<file path="src/pkg/atc_pkg.sv">
/*
 * Constants and types for the aperture translation control block.
 * Assumes a 32-bit configuration port and a 32-bit table entry format.
 */
package atc_pkg;
  // Configuration offsets
  localparam logic [7:0] AGP_CONTROL_OFS = 8'hb0;
  localparam logic [7:0] APER_SIZE_OFS = 8'hb4;
  localparam logic [7:0] APER_BASE_OFS = 8'h10;
  localparam logic [7:0] AGP_STATUS_OFS = 8'ha4;
  // Field positions
  localparam int TLB_EN_BIT = 7;
  localparam int FAST_BLOCK_BIT = 0;
  localparam int SIZE_BIT = 3;
  localparam int BASE_SEL_BIT = 25;
  localparam int RATE_FAST_BIT = 2;
  localparam int RATE_W = 3;
  localparam int PAGE_LSB = 12;
  localparam int IDX_W = 14;
  // Reset values
  localparam logic [31:0] AGP_CONTROL_RST = 32'h0000_0000;
  localparam logic [7:0] APER_SIZE_RST = 8'h00;
  localparam logic [6:0] APER_BASE_RST = 7'h00;
  localparam logic [2:0] RATE_RST = 3'h1;
  // Translation buffer geometry
  localparam int TLB_ENTRIES = 4;
  localparam int TLB_IW = 2;

  typedef struct packed {
    logic [19:0] page;
    logic [10:0] rsvd;
    logic valid;
  } atc_pte_type;

  typedef struct packed {
    logic [IDX_W-1:0] idx;
    atc_pte_type pte;
  } atc_fill_type;
endpackage : atc_pkg

</file>
<file path="src/atc_top.sv">
/*
 * Aperture translation control: configuration registers, aperture decode,
 * translation buffer control and table entry fetch.
 * Assumes a configuration port and a memory port on the same clock.
 */
// Functional notes
// - Enable bit set: buffer caches translations
// - Enable clear: all buffer valid bits cleared
// - Disabled: every aperture request fetches table
// - Disabled: fetched entries are never cached
// - Invalid entries still cached, replacing LRU
// - Enable change flushes graphics write buffer
// - Enable may change mid lookup safely
// - Fast block set: rate bit two reads zero
// - Size bit zero: base bit 25 hardwired
// - Size bit one: base bit 25 writable
// - Size bit picks 64 MB or 32 MB
// - Reset aperture is 64 MB
// - Fast block set: rate bit two writes ignored
// - Table base is 4 KB aligned
`timescale 1ns/1ns
module atc_top
(
  input wire logic i_clk_sys,
  input wire logic i_rst_b,
  input wire logic i_cfg_wr,
  input wire logic i_cfg_rd,
  input wire logic [7:0] i_cfg_addr,
  input wire logic [31:0] i_cfg_wdata,
  output logic [31:0] o_cfg_rdata,
  output logic o_cfg_rvalid,
  input wire logic [31:0] i_table_base,
  input wire logic i_xl_req,
  input wire logic [31:0] i_xl_addr,
  output logic o_xl_busy,
  output logic o_xl_done,
  output logic [31:0] o_xl_addr,
  output logic o_xl_hit_aper,
  output logic o_xl_fault,
  output logic o_mem_req,
  output logic [31:0] o_mem_addr,
  input wire logic i_mem_ack,
  input wire logic [31:0] i_mem_data,
  output logic o_gwb_flush,
  output logic [2:0] o_rate,
  output logic o_aper_32mb
);
  typedef enum logic [1:0] {ST_IDLE, ST_LOOK, ST_FETCH} atc_state_type;

  atc_state_type state_r;
  logic tlb_en_r;
  logic fast_block_r;
  logic size_sel_r;
  logic [6:0] base_r;
  logic [2:0] rate_r;
  logic [31:0] req_addr_r;
  logic tlb_hit;
  atc_pkg::atc_pte_type tlb_pte;
  atc_pkg::atc_pte_type mem_pte;
  atc_pkg::atc_fill_type fill_data;
  logic tlb_fill;
  logic tlb_touch;
  logic in_aper;
  logic [atc_pkg::IDX_W-1:0] req_idx;
  logic wr_ctl;
  logic wr_size;
  logic wr_base;
  logic wr_stat;
  logic [31:0] rd_nxt;

  function automatic logic [31:0] xlate(input logic [31:0] addr,
                                        input atc_pkg::atc_pte_type pte);
    xlate = {pte.page, addr[atc_pkg::PAGE_LSB-1:0]};
  endfunction : xlate

  assign wr_ctl = i_cfg_wr && i_cfg_addr == atc_pkg::AGP_CONTROL_OFS;
  assign wr_size = i_cfg_wr && i_cfg_addr == atc_pkg::APER_SIZE_OFS;
  assign wr_base = i_cfg_wr && i_cfg_addr == atc_pkg::APER_BASE_OFS;
  assign wr_stat = i_cfg_wr && i_cfg_addr == atc_pkg::AGP_STATUS_OFS;

  // Control register; only bits 7 and 0 exist
  always_ff @(posedge i_clk_sys)
  begin
    if (!i_rst_b)
    begin
      tlb_en_r <= atc_pkg::AGP_CONTROL_RST[atc_pkg::TLB_EN_BIT];
      fast_block_r <= atc_pkg::AGP_CONTROL_RST[atc_pkg::FAST_BLOCK_BIT];
    end
    else if (wr_ctl)
    begin
      tlb_en_r <= i_cfg_wdata[atc_pkg::TLB_EN_BIT];
      fast_block_r <= i_cfg_wdata[atc_pkg::FAST_BLOCK_BIT];
    end
  end

  // Pulse only on a real change of the enable bit
  always_ff @(posedge i_clk_sys)
  begin
    if (!i_rst_b)
    begin
      o_gwb_flush <= 1'b0;
    end
    else
    begin
      o_gwb_flush <= wr_ctl &&
        i_cfg_wdata[atc_pkg::TLB_EN_BIT] != tlb_en_r;
    end
  end

  always_ff @(posedge i_clk_sys)
  begin
    if (!i_rst_b)
    begin
      size_sel_r <= atc_pkg::APER_SIZE_RST[atc_pkg::SIZE_BIT];
    end
    else if (wr_size)
    begin
      size_sel_r <= i_cfg_wdata[atc_pkg::SIZE_BIT];
    end
  end

  // Base bits 31:25; bit 25 held at zero while the 64 MB size is chosen
  always_ff @(posedge i_clk_sys)
  begin
    if (!i_rst_b)
    begin
      base_r <= atc_pkg::APER_BASE_RST;
    end
    else if (wr_base)
    begin
      base_r <= {i_cfg_wdata[31:26],
                 i_cfg_wdata[atc_pkg::BASE_SEL_BIT] & size_sel_r};
    end
    else if (!size_sel_r)
    begin
      base_r[0] <= 1'b0;
    end
  end

  // Rate field; bit 2 frozen while the fast rate is blocked
  always_ff @(posedge i_clk_sys)
  begin
    if (!i_rst_b)
    begin
      rate_r <= atc_pkg::RATE_RST;
    end
    else if (wr_stat)
    begin
      rate_r[1:0] <= i_cfg_wdata[1:0];
      if (!fast_block_r)
      begin
        rate_r[atc_pkg::RATE_FAST_BIT] <=
          i_cfg_wdata[atc_pkg::RATE_FAST_BIT];
      end
    end
  end

  always_ff @(posedge i_clk_sys)
  begin
    if (!i_rst_b)
    begin
      o_rate <= atc_pkg::RATE_RST;
      o_aper_32mb <= 1'b0;
    end
    else
    begin
      o_rate <= {rate_r[2] & ~fast_block_r, rate_r[1:0]};
      o_aper_32mb <= size_sel_r;
    end
  end

  always_comb
  begin
    rd_nxt = '0;
    unique case (i_cfg_addr)
      atc_pkg::AGP_CONTROL_OFS:
      begin
        rd_nxt[atc_pkg::TLB_EN_BIT] = tlb_en_r;
        rd_nxt[atc_pkg::FAST_BLOCK_BIT] = fast_block_r;
      end
      atc_pkg::APER_SIZE_OFS:
      begin
        rd_nxt[atc_pkg::SIZE_BIT] = size_sel_r;
      end
      atc_pkg::APER_BASE_OFS:
      begin
        // Masked here too, so a read right after a size clear is zero
        rd_nxt[31:25] = {base_r[6:1], base_r[0] & size_sel_r};
      end
      atc_pkg::AGP_STATUS_OFS:
      begin
        rd_nxt[2:0] = {rate_r[2] & ~fast_block_r, rate_r[1:0]};
      end
      default:
      begin
        rd_nxt = '0;
      end
    endcase
  end

  always_ff @(posedge i_clk_sys)
  begin
    if (!i_rst_b)
    begin
      o_cfg_rdata <= '0;
      o_cfg_rvalid <= 1'b0;
    end
    else
    begin
      o_cfg_rvalid <= i_cfg_rd;
      if (i_cfg_rd)
      begin
        o_cfg_rdata <= rd_nxt;
      end
    end
  end

  // 32 MB aperture compares one more base bit
  assign in_aper = req_addr_r[31:26] == base_r[6:1] &&
                   (!size_sel_r || req_addr_r[25] == base_r[0]);
  assign req_idx = {req_addr_r[25] & ~size_sel_r, req_addr_r[24:12]};
  assign mem_pte = atc_pkg::atc_pte_type'(i_mem_data);
  assign fill_data = '{idx: req_idx, pte: mem_pte};
  // Enable sampled at fill time, so a late clear never caches
  assign tlb_fill = state_r == ST_FETCH && i_mem_ack && tlb_en_r;
  // Lookups outside the aperture must not age the entries
  assign tlb_touch = state_r == ST_LOOK && tlb_en_r && in_aper;

  atc_tlb u_tlb
  (
    .i_clk_sys(i_clk_sys),
    .i_rst_b(i_rst_b),
    .i_flush(!tlb_en_r),
    .i_look_idx(req_idx),
    .i_touch(tlb_touch),
    .i_fill(tlb_fill),
    .i_fill_data(fill_data),
    .o_hit(tlb_hit),
    .o_hit_pte(tlb_pte)
  );

  always_ff @(posedge i_clk_sys)
  begin
    if (!i_rst_b)
    begin
      state_r <= ST_IDLE;
      o_xl_busy <= 1'b0;
      o_mem_req <= 1'b0;
    end
    else
    begin
      unique case (state_r)
        ST_IDLE:
        begin
          if (i_xl_req)
          begin
            state_r <= ST_LOOK;
            o_xl_busy <= 1'b1;
          end
        end
        ST_LOOK:
        begin
          if (in_aper && !(tlb_en_r && tlb_hit))
          begin
            state_r <= ST_FETCH;
            o_mem_req <= 1'b1;
          end
          else
          begin
            state_r <= ST_IDLE;
            o_xl_busy <= 1'b0;
          end
        end
        ST_FETCH:
        begin
          if (i_mem_ack)
          begin
            state_r <= ST_IDLE;
            o_xl_busy <= 1'b0;
            o_mem_req <= 1'b0;
          end
        end
      endcase
    end
  end

  always_ff @(posedge i_clk_sys)
  begin
    if (!i_rst_b)
    begin
      req_addr_r <= '0;
      o_mem_addr <= '0;
    end
    else
    begin
      if (state_r == ST_IDLE && i_xl_req)
      begin
        req_addr_r <= i_xl_addr;
      end
      if (state_r == ST_LOOK)
      begin
        o_mem_addr <= {i_table_base[31:atc_pkg::PAGE_LSB], 12'h000} +
                      {16'h0000, req_idx, 2'h0};
      end
    end
  end

  // Result comes from the path chosen when the lookup started
  always_ff @(posedge i_clk_sys)
  begin
    if (!i_rst_b)
    begin
      o_xl_done <= 1'b0;
      o_xl_addr <= '0;
      o_xl_hit_aper <= 1'b0;
      o_xl_fault <= 1'b0;
    end
    else
    begin
      o_xl_done <= 1'b0;
      if (state_r == ST_LOOK && !in_aper)
      begin
        o_xl_done <= 1'b1;
        o_xl_addr <= req_addr_r;
        o_xl_hit_aper <= 1'b0;
        o_xl_fault <= 1'b0;
      end
      else if (state_r == ST_LOOK && tlb_en_r && tlb_hit)
      begin
        o_xl_done <= 1'b1;
        o_xl_addr <= xlate(req_addr_r, tlb_pte);
        o_xl_hit_aper <= 1'b1;
        o_xl_fault <= !tlb_pte.valid;
      end
      else if (state_r == ST_FETCH && i_mem_ack)
      begin
        o_xl_done <= 1'b1;
        o_xl_addr <= xlate(req_addr_r, mem_pte);
        o_xl_hit_aper <= 1'b1;
        o_xl_fault <= !mem_pte.valid;
      end
    end
  end
endmodule : atc_top

</file>
<file path="src/atc_tlb.sv">
/*
 * Small fully associative translation buffer with age based LRU.
 * Assumes the owner serialises lookups and fills on one clock.
 */
`timescale 1ns/1ns
module atc_tlb
(
  input wire logic i_clk_sys,
  input wire logic i_rst_b,
  input wire logic i_flush,
  input wire logic [atc_pkg::IDX_W-1:0] i_look_idx,
  input wire logic i_touch,
  input wire logic i_fill,
  input wire atc_pkg::atc_fill_type i_fill_data,
  output logic o_hit,
  output atc_pkg::atc_pte_type o_hit_pte
);
  localparam int N = atc_pkg::TLB_ENTRIES;
  localparam int W = atc_pkg::TLB_IW;

  logic [N-1:0] tag_valid_r;
  logic [atc_pkg::IDX_W-1:0] tag_r [N];
  atc_pkg::atc_pte_type pte_r [N];
  logic [W-1:0] age_r [N];
  logic [W-1:0] hit_way;
  logic [W-1:0] lru_way;
  logic [W-1:0] use_way;

  always_comb
  begin
    o_hit = 1'b0;
    hit_way = '0;
    lru_way = '0;
    for (int i = 0; i < N; i++)
    begin
      if (tag_valid_r[i] && tag_r[i] == i_look_idx)
      begin
        o_hit = 1'b1;
        hit_way = W'(i);
      end
      if (age_r[i] == W'(N - 1))
      begin
        lru_way = W'(i);
      end
    end
    o_hit_pte = pte_r[hit_way];
    use_way = i_fill ? lru_way : hit_way;
  end

  // Flush clears only valid bits; tags and data may stay stale
  always_ff @(posedge i_clk_sys)
  begin
    if (!i_rst_b || i_flush)
    begin
      tag_valid_r <= '0;
    end
    else if (i_fill)
    begin
      tag_valid_r[lru_way] <= 1'b1;
    end
  end

  // Invalid table entries are stored like any other
  always_ff @(posedge i_clk_sys)
  begin
    if (i_fill)
    begin
      tag_r[lru_way] <= i_fill_data.idx;
      pte_r[lru_way] <= i_fill_data.pte;
    end
  end

  // Ages stay a permutation, so exactly one way is the oldest
  always_ff @(posedge i_clk_sys)
  begin
    if (!i_rst_b)
    begin
      for (int i = 0; i < N; i++)
      begin
        age_r[i] <= W'(i);
      end
    end
    else if (i_fill || (i_touch && o_hit))
    begin
      for (int i = 0; i < N; i++)
      begin
        if (W'(i) == use_way)
        begin
          age_r[i] <= '0;
        end
        else if (age_r[i] < age_r[use_way])
        begin
          age_r[i] <= age_r[i] + 1'b1;
        end
      end
    end
  end
endmodule : atc_tlb

</file>
<file path="config.mk">
export PLATFORM = sky130hd
export DESIGN_NAME = atc_top
export DESIGN_NICKNAME = d
export VERILOG_FILES = /design/src/pkg/atc_pkg.sv /design/src/atc_top.sv /design/src/atc_tlb.sv
export SDC_FILE = /design/constraint.sdc
export NUM_CORES = 1
export LEC_CHECK = 0
export BUFFER_PORTS_ARGS = -buffer_cell sky130_fd_sc_hd__buf_2
export CORE_MARGIN = 2
export CORE_UTILIZATION = 30
export DETAILED_ROUTE_END_ITERATION = 6
export PLACE_DENSITY_LB_ADDON = 0.12
export REMOVE_ABC_BUFFERS = 1
export SYNTH_ARGS = -nofsm -noshare
export SYNTH_HDL_FRONTEND = slang
export SYNTH_SLANG_ARGS = --single-unit
</file>
<file path="constraint.sdc">
create_clock -name i_clk_sys -period 14.3 [get_ports i_clk_sys]
set_input_delay 2.145 -clock i_clk_sys [delete_from_list [all_inputs] [get_ports i_clk_sys]]
set_output_delay 2.145 -clock i_clk_sys [all_outputs]
set_load 0.01 [all_outputs]
</file>
==> results of run 1 <==
-- final cells by class --
| cell class | instances | share of cell area, % |
|---|---|---|
| Sequential cell | 284 | 48.7 |
| Multi-Input combinational cell | 732 | 31.7 |
| Timing Repair Buffer | 207 | 7.46 |
| Clock buffer | 50 | 6.83 |
| Tap cell | 525 | 4.47 |
| Inverter | 16 | 0.417 |
| Clock inverter | 11 | 0.366 |
| Antenna cell | 1 | 0.0170 |
-- through the flow --
step                      cells  setup slack [ns]  power [uW]  area [um^2]  hold slack (ns)
final                      1826              9.29        1910        14700            0.451
after global routing       1825              9.08        1990        14700            0.469
after CTS                  1825              9.34        1940        14700            0.456
after detailed placement   1764              8.79        1100        13600            0.446
after global placement     1764              8.75        1100        13600            0.436
after floorplan            1032              6.07        1020        11900            0.432
-- power groups by stage --
stage / Combinational [uW] / Clock, uW / Sequential (uW)
floorplan: 89.7 / 0 / 929
global placement: 179 / 0 / 921
detailed placement: 181 / 0 / 921
CTS: 182 / 855 / 904
global route: 200 / 887 / 907
finish: 179 / 823 / 903
-- state kept, by name, summed over array words and instances (netlist names), 2 cells and up --
name / flops
u_tlb.tag_r: 56
base_r: 7
o_xl_addr: 32
state_r: 2
u_tlb.tag_valid_r: 4
o_rate: 3
o_mem_addr: 30
u_tlb.age_r: 8
rate_r: 3
o_cfg_rdata: 12
u_tlb.pte_r: 84
req_addr_r: 32
-- Yosys cell counts (all sizes together), types with 13 or more instances --
master | instances | area share [%]
o21ai | 28 | 1.1
and3 | 13 | 0.67
nand2 | 125 | 3.9
mux2i | 65 | 5.3
edfxtp | 148 | 36
buf | 37 | 2.0
a211oi | 35 | 2.1
a21oi | 96 | 3.9
mux2 | 21 | 2.0
clkbuf | 51 | 1.6
nor4 | 15 | 0.82
nor2 | 91 | 2.8
inv | 16 | 0.49
nand4 | 14 | 0.72
dfxtp | 136 | 22
xor2 | 48 | 3.4
nand3 | 20 | 0.82
xnor2 | 36 | 2.6
-- cell families (layout without fill, tap and decap cells) --
family,Yosys count,count (layout),synth area share [%]
compound gates,195,195,9.85
xor+xnor,84,84,6.02
fa+ha+maj,13,13,1.37
buf+inv,104,284,4.06
flops,284,284,58.6
mux,86,86,7.29
other cells,1,23,0.0307
simple gates,332,332,12.7
-- worst paths after layout --
check                                                        to  slack (ns)  cells past startpoint
worst max-delay path            u_tlb.age_r[1][0]$_SDFFCE_PN1P_        9.29                     10
worst min-delay path                  o_xl_addr[1]$_SDFFE_PN0P_        0.45                      2
worst max register to register  u_tlb.age_r[1][0]$_SDFFCE_PN1P_        9.64                     10
worst min register to register        o_xl_addr[1]$_SDFFE_PN0P_        0.45                      2
-- worst max-delay path, stage by stage --
cell      delay [ns]
buf_2           0.09
and2_1          0.11
buf_4           0.40
nand2_1         0.36
nor3_1          0.57
a31oi_4         0.08
o221a_2         0.34
or4_1           0.52
maj3_2          0.34
o221ai_1        0.23
-- metal layers --
layer | GRT usage, % | share of wire, %
met1 | 21.8 | 48
met2 | 23.6 | 43
met3 | 5.09 | 6.7
met4 | 3.93 | 1.6
met5 | 0 | 0.14
-- placed cells by master, fill, tap and decap left out, types with 20 or more instances in the layout --
cell type / n
o21ai_0: 26
nand2_1: 124
clkbuf_16: 36
edfxtp_1: 148
xnor2_1: 36
mux2i_1: 65
mux2_2: 20
nand3_1: 20
buf_2: 183
buf_4: 24
a211oi_1: 35
xor2_1: 48
dfxtp_1: 136
nor2_1: 90
a21oi_1: 96
conb_1: 22
==> run summary, run 1 <==
Sw Ratio: 24.4%
RSZ-0062 raised after global routing: no
Core Area: 40,000 um^2
Flip-flop and latch area: 7170 um^2
Routability-driven placement congestion ratio: 0.792
First-pass GRT wire length: 50,800 um
Final setup skew: 0.0167 ns
CTS resizes: 0
Setup_tns: 0 ns
Final Setup Violations: 0
Worst-path fanout max: 21
Critical Path AT: 5.22 ns
Endpoints failing hold: 0
Peak supply drop: 0.0615 mV
Area growth syn-to-layout: 20.3%
Site row count: 73
Number of buffers added on ports: 183
Root buf cell: clkbuf_16
Vias in the first global route: 8,497
Synth cell types: 67
Required @ worst endpoint: 14.51 ns
Crit path capture type: register
Ports: 249
DIE AREA: 42,400 um^2
Sink Count: 284
CTS Buf Count: 34
Outcome: complete, no violations
Wirelength per Cell: 18.2 um
Fin crit period: 5.01 ns
NetSw: 465 uW
H-tree depth: 2
DIE WIDTH: 206 um
Clk pwr share: 43.2%
Ys async rst share: 0%
Path type of the worst min-delay path: register to register
Ys flop type: edfxtp_1
Clk_lat worst skew: 0.53 ns
Starting Density: 30.6%
Fin crit share: 35.0%
Clock slew at reported path FFs: 0.06 ns
Post-Syn Instances: 1,099
Worst Tran Pin Value: 1.03 ns
Startpoint types: input pin
Setup CP Type: input pin to register
Initial drt markers: 386
Yosys reg bits: 284
Vias per inst: 4.68
Pin count of the biggest net entering global routing: 79
Warnings from Yosys: 0
Pins over their slew limit: 0
Detailed Routing Iterations Pass 1: 5
Total track usage: 15.7%
Seq pwr share: 47.4%
Hold Crit Start: o_xl_addr[1]$_SDFFE_PN0P_
Maximum clock rate: 200 MHz
Syn Area/Cell: 11.1 um^2
Synthesized area: 12,200 um^2
PD cells: 130 nW/um^2
Hold buffer count at CTS: 0
Comb pwr share: 9.4%
Slew margin rel.: 31.4%
Combined area of the multi-input logic cells: 4660 um^2
FILL cells: 4,000
Post-DP HPWL: 22,000 um
Seq/Total Area, Yosys: 58.6%
GR Overflow Total: 0
Layout cells sized above 1: 22.8%
DRC Markers: 0
Final core occ: 36.7%
Int Pwr: 1440 uW
Critical Path Start: i_mem_ack
CTS tree: yes
Leak: 0.00571 uW
CTS max path bufs: 3
DR vias: 8,544
Postcts setup bufs: 0
Final WL: 33,200 um
Initial antenna violation count: 4
Nets: 1,428
Die Y: 206 um
EDFF count, synth: 148
Antenna viol nets, final: 0
MaxCap Viol Count: 0
Worst r2r src: req_addr_r[16]$_SDFFE_PN0P_
Note: power is estimated with default switching activity, not from simulation.
==> run 2: changes to the inputs <==
- clock period: 14.3 -> 5.1 ns (I/O delays scaled with it)
==> run 2 against run 1 <==
  * Die area stayed put
  * Clock power grew to 2.7 times the previous value
  * Clock-buffer cell count is 2 higher
  * Global-route usage is 0.43 points lower
  * Clock skew is 0.0011 ns higher
==> run summary, run 2 (same netlist as run 1, synthesis figures left out) <==
Antenna viol nets, final: 0 (unchanged)
Required @ worst endpoint: 5.25 ns (-9.26 ns)
Postcts setup bufs: 0 (unchanged)
Hold Path End: o_xl_addr[11]$_SDFFE_PN0P_
Detailed Routing Iterations Pass 1: 4 (-1)
Cell Chain, Critical Path: xor2_1 > or4_1 > or4b_1 > or3_1 > nor2_1 > nor3_1 > nor4_1 > a21boi_0 > o311ai_1
CTS Buf Count: 34 (unchanged)
Clock slew at reported path FFs: 0.06 ns (about the same)
Initial drt markers: 333 (-14%)
Hold buffer count at CTS: 0 (unchanged)
Clk_lat worst skew: 0.51 ns (-0.02 ns)
Pins over their slew limit: 0 (unchanged)
DRC Markers: 0 (unchanged)
FILL cells: 4,084 (+2.1%)
Path type of the worst min-delay path: register to register
Layout cells sized above 1: 22.6% (-0.20 points)
Nets: 1,435 (+0.49%)
Flip-flop and latch area: 7170 um^2 (unchanged)
Final Setup Violations: 0 (unchanged)
Commonest non-fill, non-tap cells in the layout: buf_2 (183), edfxtp_1 (148), dfxtp_1 (136)
Number of buffers added on ports: 183 (unchanged)
Cells on worst reg2reg path: 9 (-1)
DR vias: 8,588 (+0.51%)
Startpoint types: register
Wirelength per Cell: 17.6 um (-3.3%)
Slowest cell on crit path: or3_1
Vias in the first global route: 8,656 (+1.9%)
RR Endpoint: u_tlb.age_r[0][0]$_SDFFCE_PN0P_
Total track usage: 15.3% (-0.43 points)
DIE AREA: 42,400 um^2 (unchanged)
CTS tree: yes
Pin count of the biggest net entering global routing: 57 (-28%)
Maximum clock rate: 256 MHz
Worst slack at placement: 1.16 ns (-7.63 ns)
Die Y: 206 um (unchanged)
Outcome: complete, no violations
RSZ-0062 raised after global routing: no
H-tree depth: 2 (unchanged)
Sink Count: 284 (unchanged)
Initial antenna violation count: 5 (+1)
Hold slack: 0.451 ns (+0.000544 ns)
GR Overflow Total: 0 (unchanged)
Worst r2r src: u_tlb.tag_r[2][5]$_DFFE_PP_
Vias per inst: 4.68 (about the same)
Reg with most FFs: u_tlb.pte_r
Total power: 5240 uW (+170%)
Ports: 249 (unchanged)
Slew margin rel.: 54.8% (+23 points)
First-pass GRT wire length: 50,200 um (-1.1%)
Post-route cell area: 14,700 um^2 (about the same)
PD cells: 356 nW/um^2 (+170%)
Setup CP Type: register to register
Largest stage delay, worst path: 0.62 ns (+0.05 ns)
Endpoints failing hold: 0 (unchanged)
Starting Density: 30.6% (unchanged)
Final WL: 32,300 um (-2.7%)
Number of flip-flops in the largest register: 84 (unchanged)
Worst reg-to-reg setup slack: 1.19 ns (-8.45 ns)
Fin crit period: 3.91 ns
Critical Path AT: 4.06 ns (-1.16 ns)
Area growth syn-to-layout: 20.3% (about the same)
Routability-driven placement congestion ratio: 0.798 (+0.68%)
Root buf cell: clkbuf_16
Crit path capture type: register
Combined area of the multi-input logic cells: 4660 um^2 (unchanged)
Commonest non-fill, non-tap cell in the layout: buf_2
Fin crit share: 76.7%
Final setup skew: 0.0178 ns (+0.00106 ns)
CTS max path bufs: 3 (unchanged)
Peak supply drop: 0.191 mV (+210%)
Site row count: 73 (unchanged)
Leak: 0.00570 uW (about the same)
Final worst slack: 1.19 ns (-8.10 ns)
CTS resizes: 0 (unchanged)
Hold Crit Start: o_xl_addr[11]$_SDFFE_PN0P_
Placed cell areas: 13,700 um^2 (+0.39%)
Core Area: 40,000 um^2 (unchanged)
Largest regs: u_tlb.pte_r (84), u_tlb.tag_r (56)
Worst-path fanout max: 12 (-43%)
Worst hold stages: 2 (unchanged)
DIE WIDTH: 206 um (unchanged)
MaxCap Viol Count: 0 (unchanged)
Post-DP HPWL: 21,600 um (-1.8%)
Worst Tran Pin Value: 0.679 ns (-0.348 ns)
-- run 2: cell types whose count changed in the layout (fill, tap and decap cells not counted), sizes merged --
| cell | before | now |
|---|---|---|
| diode | 1 | 5 |
| clkbuf | 50 | 52 |
| clkinv | 11 | 9 |
| buf | 207 | 214 |
-- run 2: through the flow --
stage | TNS (ns) | instances | utilization (%)
3_5_place_dp | 0 | 1771 | 34.2
6_report | 0 | 1837 | 36.8
5_1_grt | 0 | 1833 | 36.7
3_3_place_gp | 0 | 1771 | 34.2
4_1_cts | 0 | 1832 | 36.7
2_1_floorplan | -53.20 | 1032 | -
-- run 2: worst max path at each step --
| stage | startpoint | endpoint | slack [ns] |
|---|---|---|---|
| after floorplan | i_mem_ack | u_tlb.age_r[2][0]$_SDFFCE_PN0P_ | -1.75 |
| after global placement | u_tlb.tag_r[2][5]$_DFFE_PP_ | u_tlb.age_r[0][0]$_SDFFCE_PN0P_ | 1.18 |
| after detailed placement | u_tlb.tag_r[2][5]$_DFFE_PP_ | u_tlb.age_r[0][0]$_SDFFCE_PN0P_ | 1.16 |
| after CTS | u_tlb.tag_r[2][5]$_DFFE_PP_ | u_tlb.age_r[0][0]$_SDFFCE_PN0P_ | 1.11 |
| after global routing | u_tlb.tag_r[2][5]$_DFFE_PP_ | u_tlb.age_r[0][0]$_SDFFCE_PN0P_ | 0.85 |
| final | u_tlb.tag_r[2][5]$_DFFE_PP_ | u_tlb.age_r[0][0]$_SDFFCE_PN0P_ | 1.19 |
-- run 2: worst max-delay path: cells and delay by family (launching register included) --
| family | cells | cell delay, ns |
|---|---|---|
| flops | 1 | 0.37 |
| xor+xnor | 1 | 0.16 |
| compound gates | 2 | 0.58 |
| simple gates | 6 | 2.44 |
-- run 2: area by class of cell --
type	instances	share of cell area [%]
Sequential cell	284	48.7
Inverter	16	0.417
Clock buffer	52	6.52
Clock inverter	9	0.281
Antenna cell	5	0.0851
Multi-Input combinational cell	732	31.7
Timing Repair Buffer	214	7.81
Tap cell	525	4.47
-- run 2: routing by layer --
metal | global-route usage [%] | part of all wire [%] | vias up
met5 | 0 | 0.12 | -
met4 | 4.01 | 2.1 | 6
met3 | 4.15 | 6.2 | 56
met2 | 23.7 | 44 | 185
met1 | 21.0 | 48 | 4085
li1 | - | - | 4256
-- run 2: power breakdown --
group	leakage [uW]	internal (uW)	total, uW	switching (uW)
Combinational	0.00277	202	514	312
Sequential	0.00244	2480	2520	41.4
Clock	0.000485	1290	2200	909
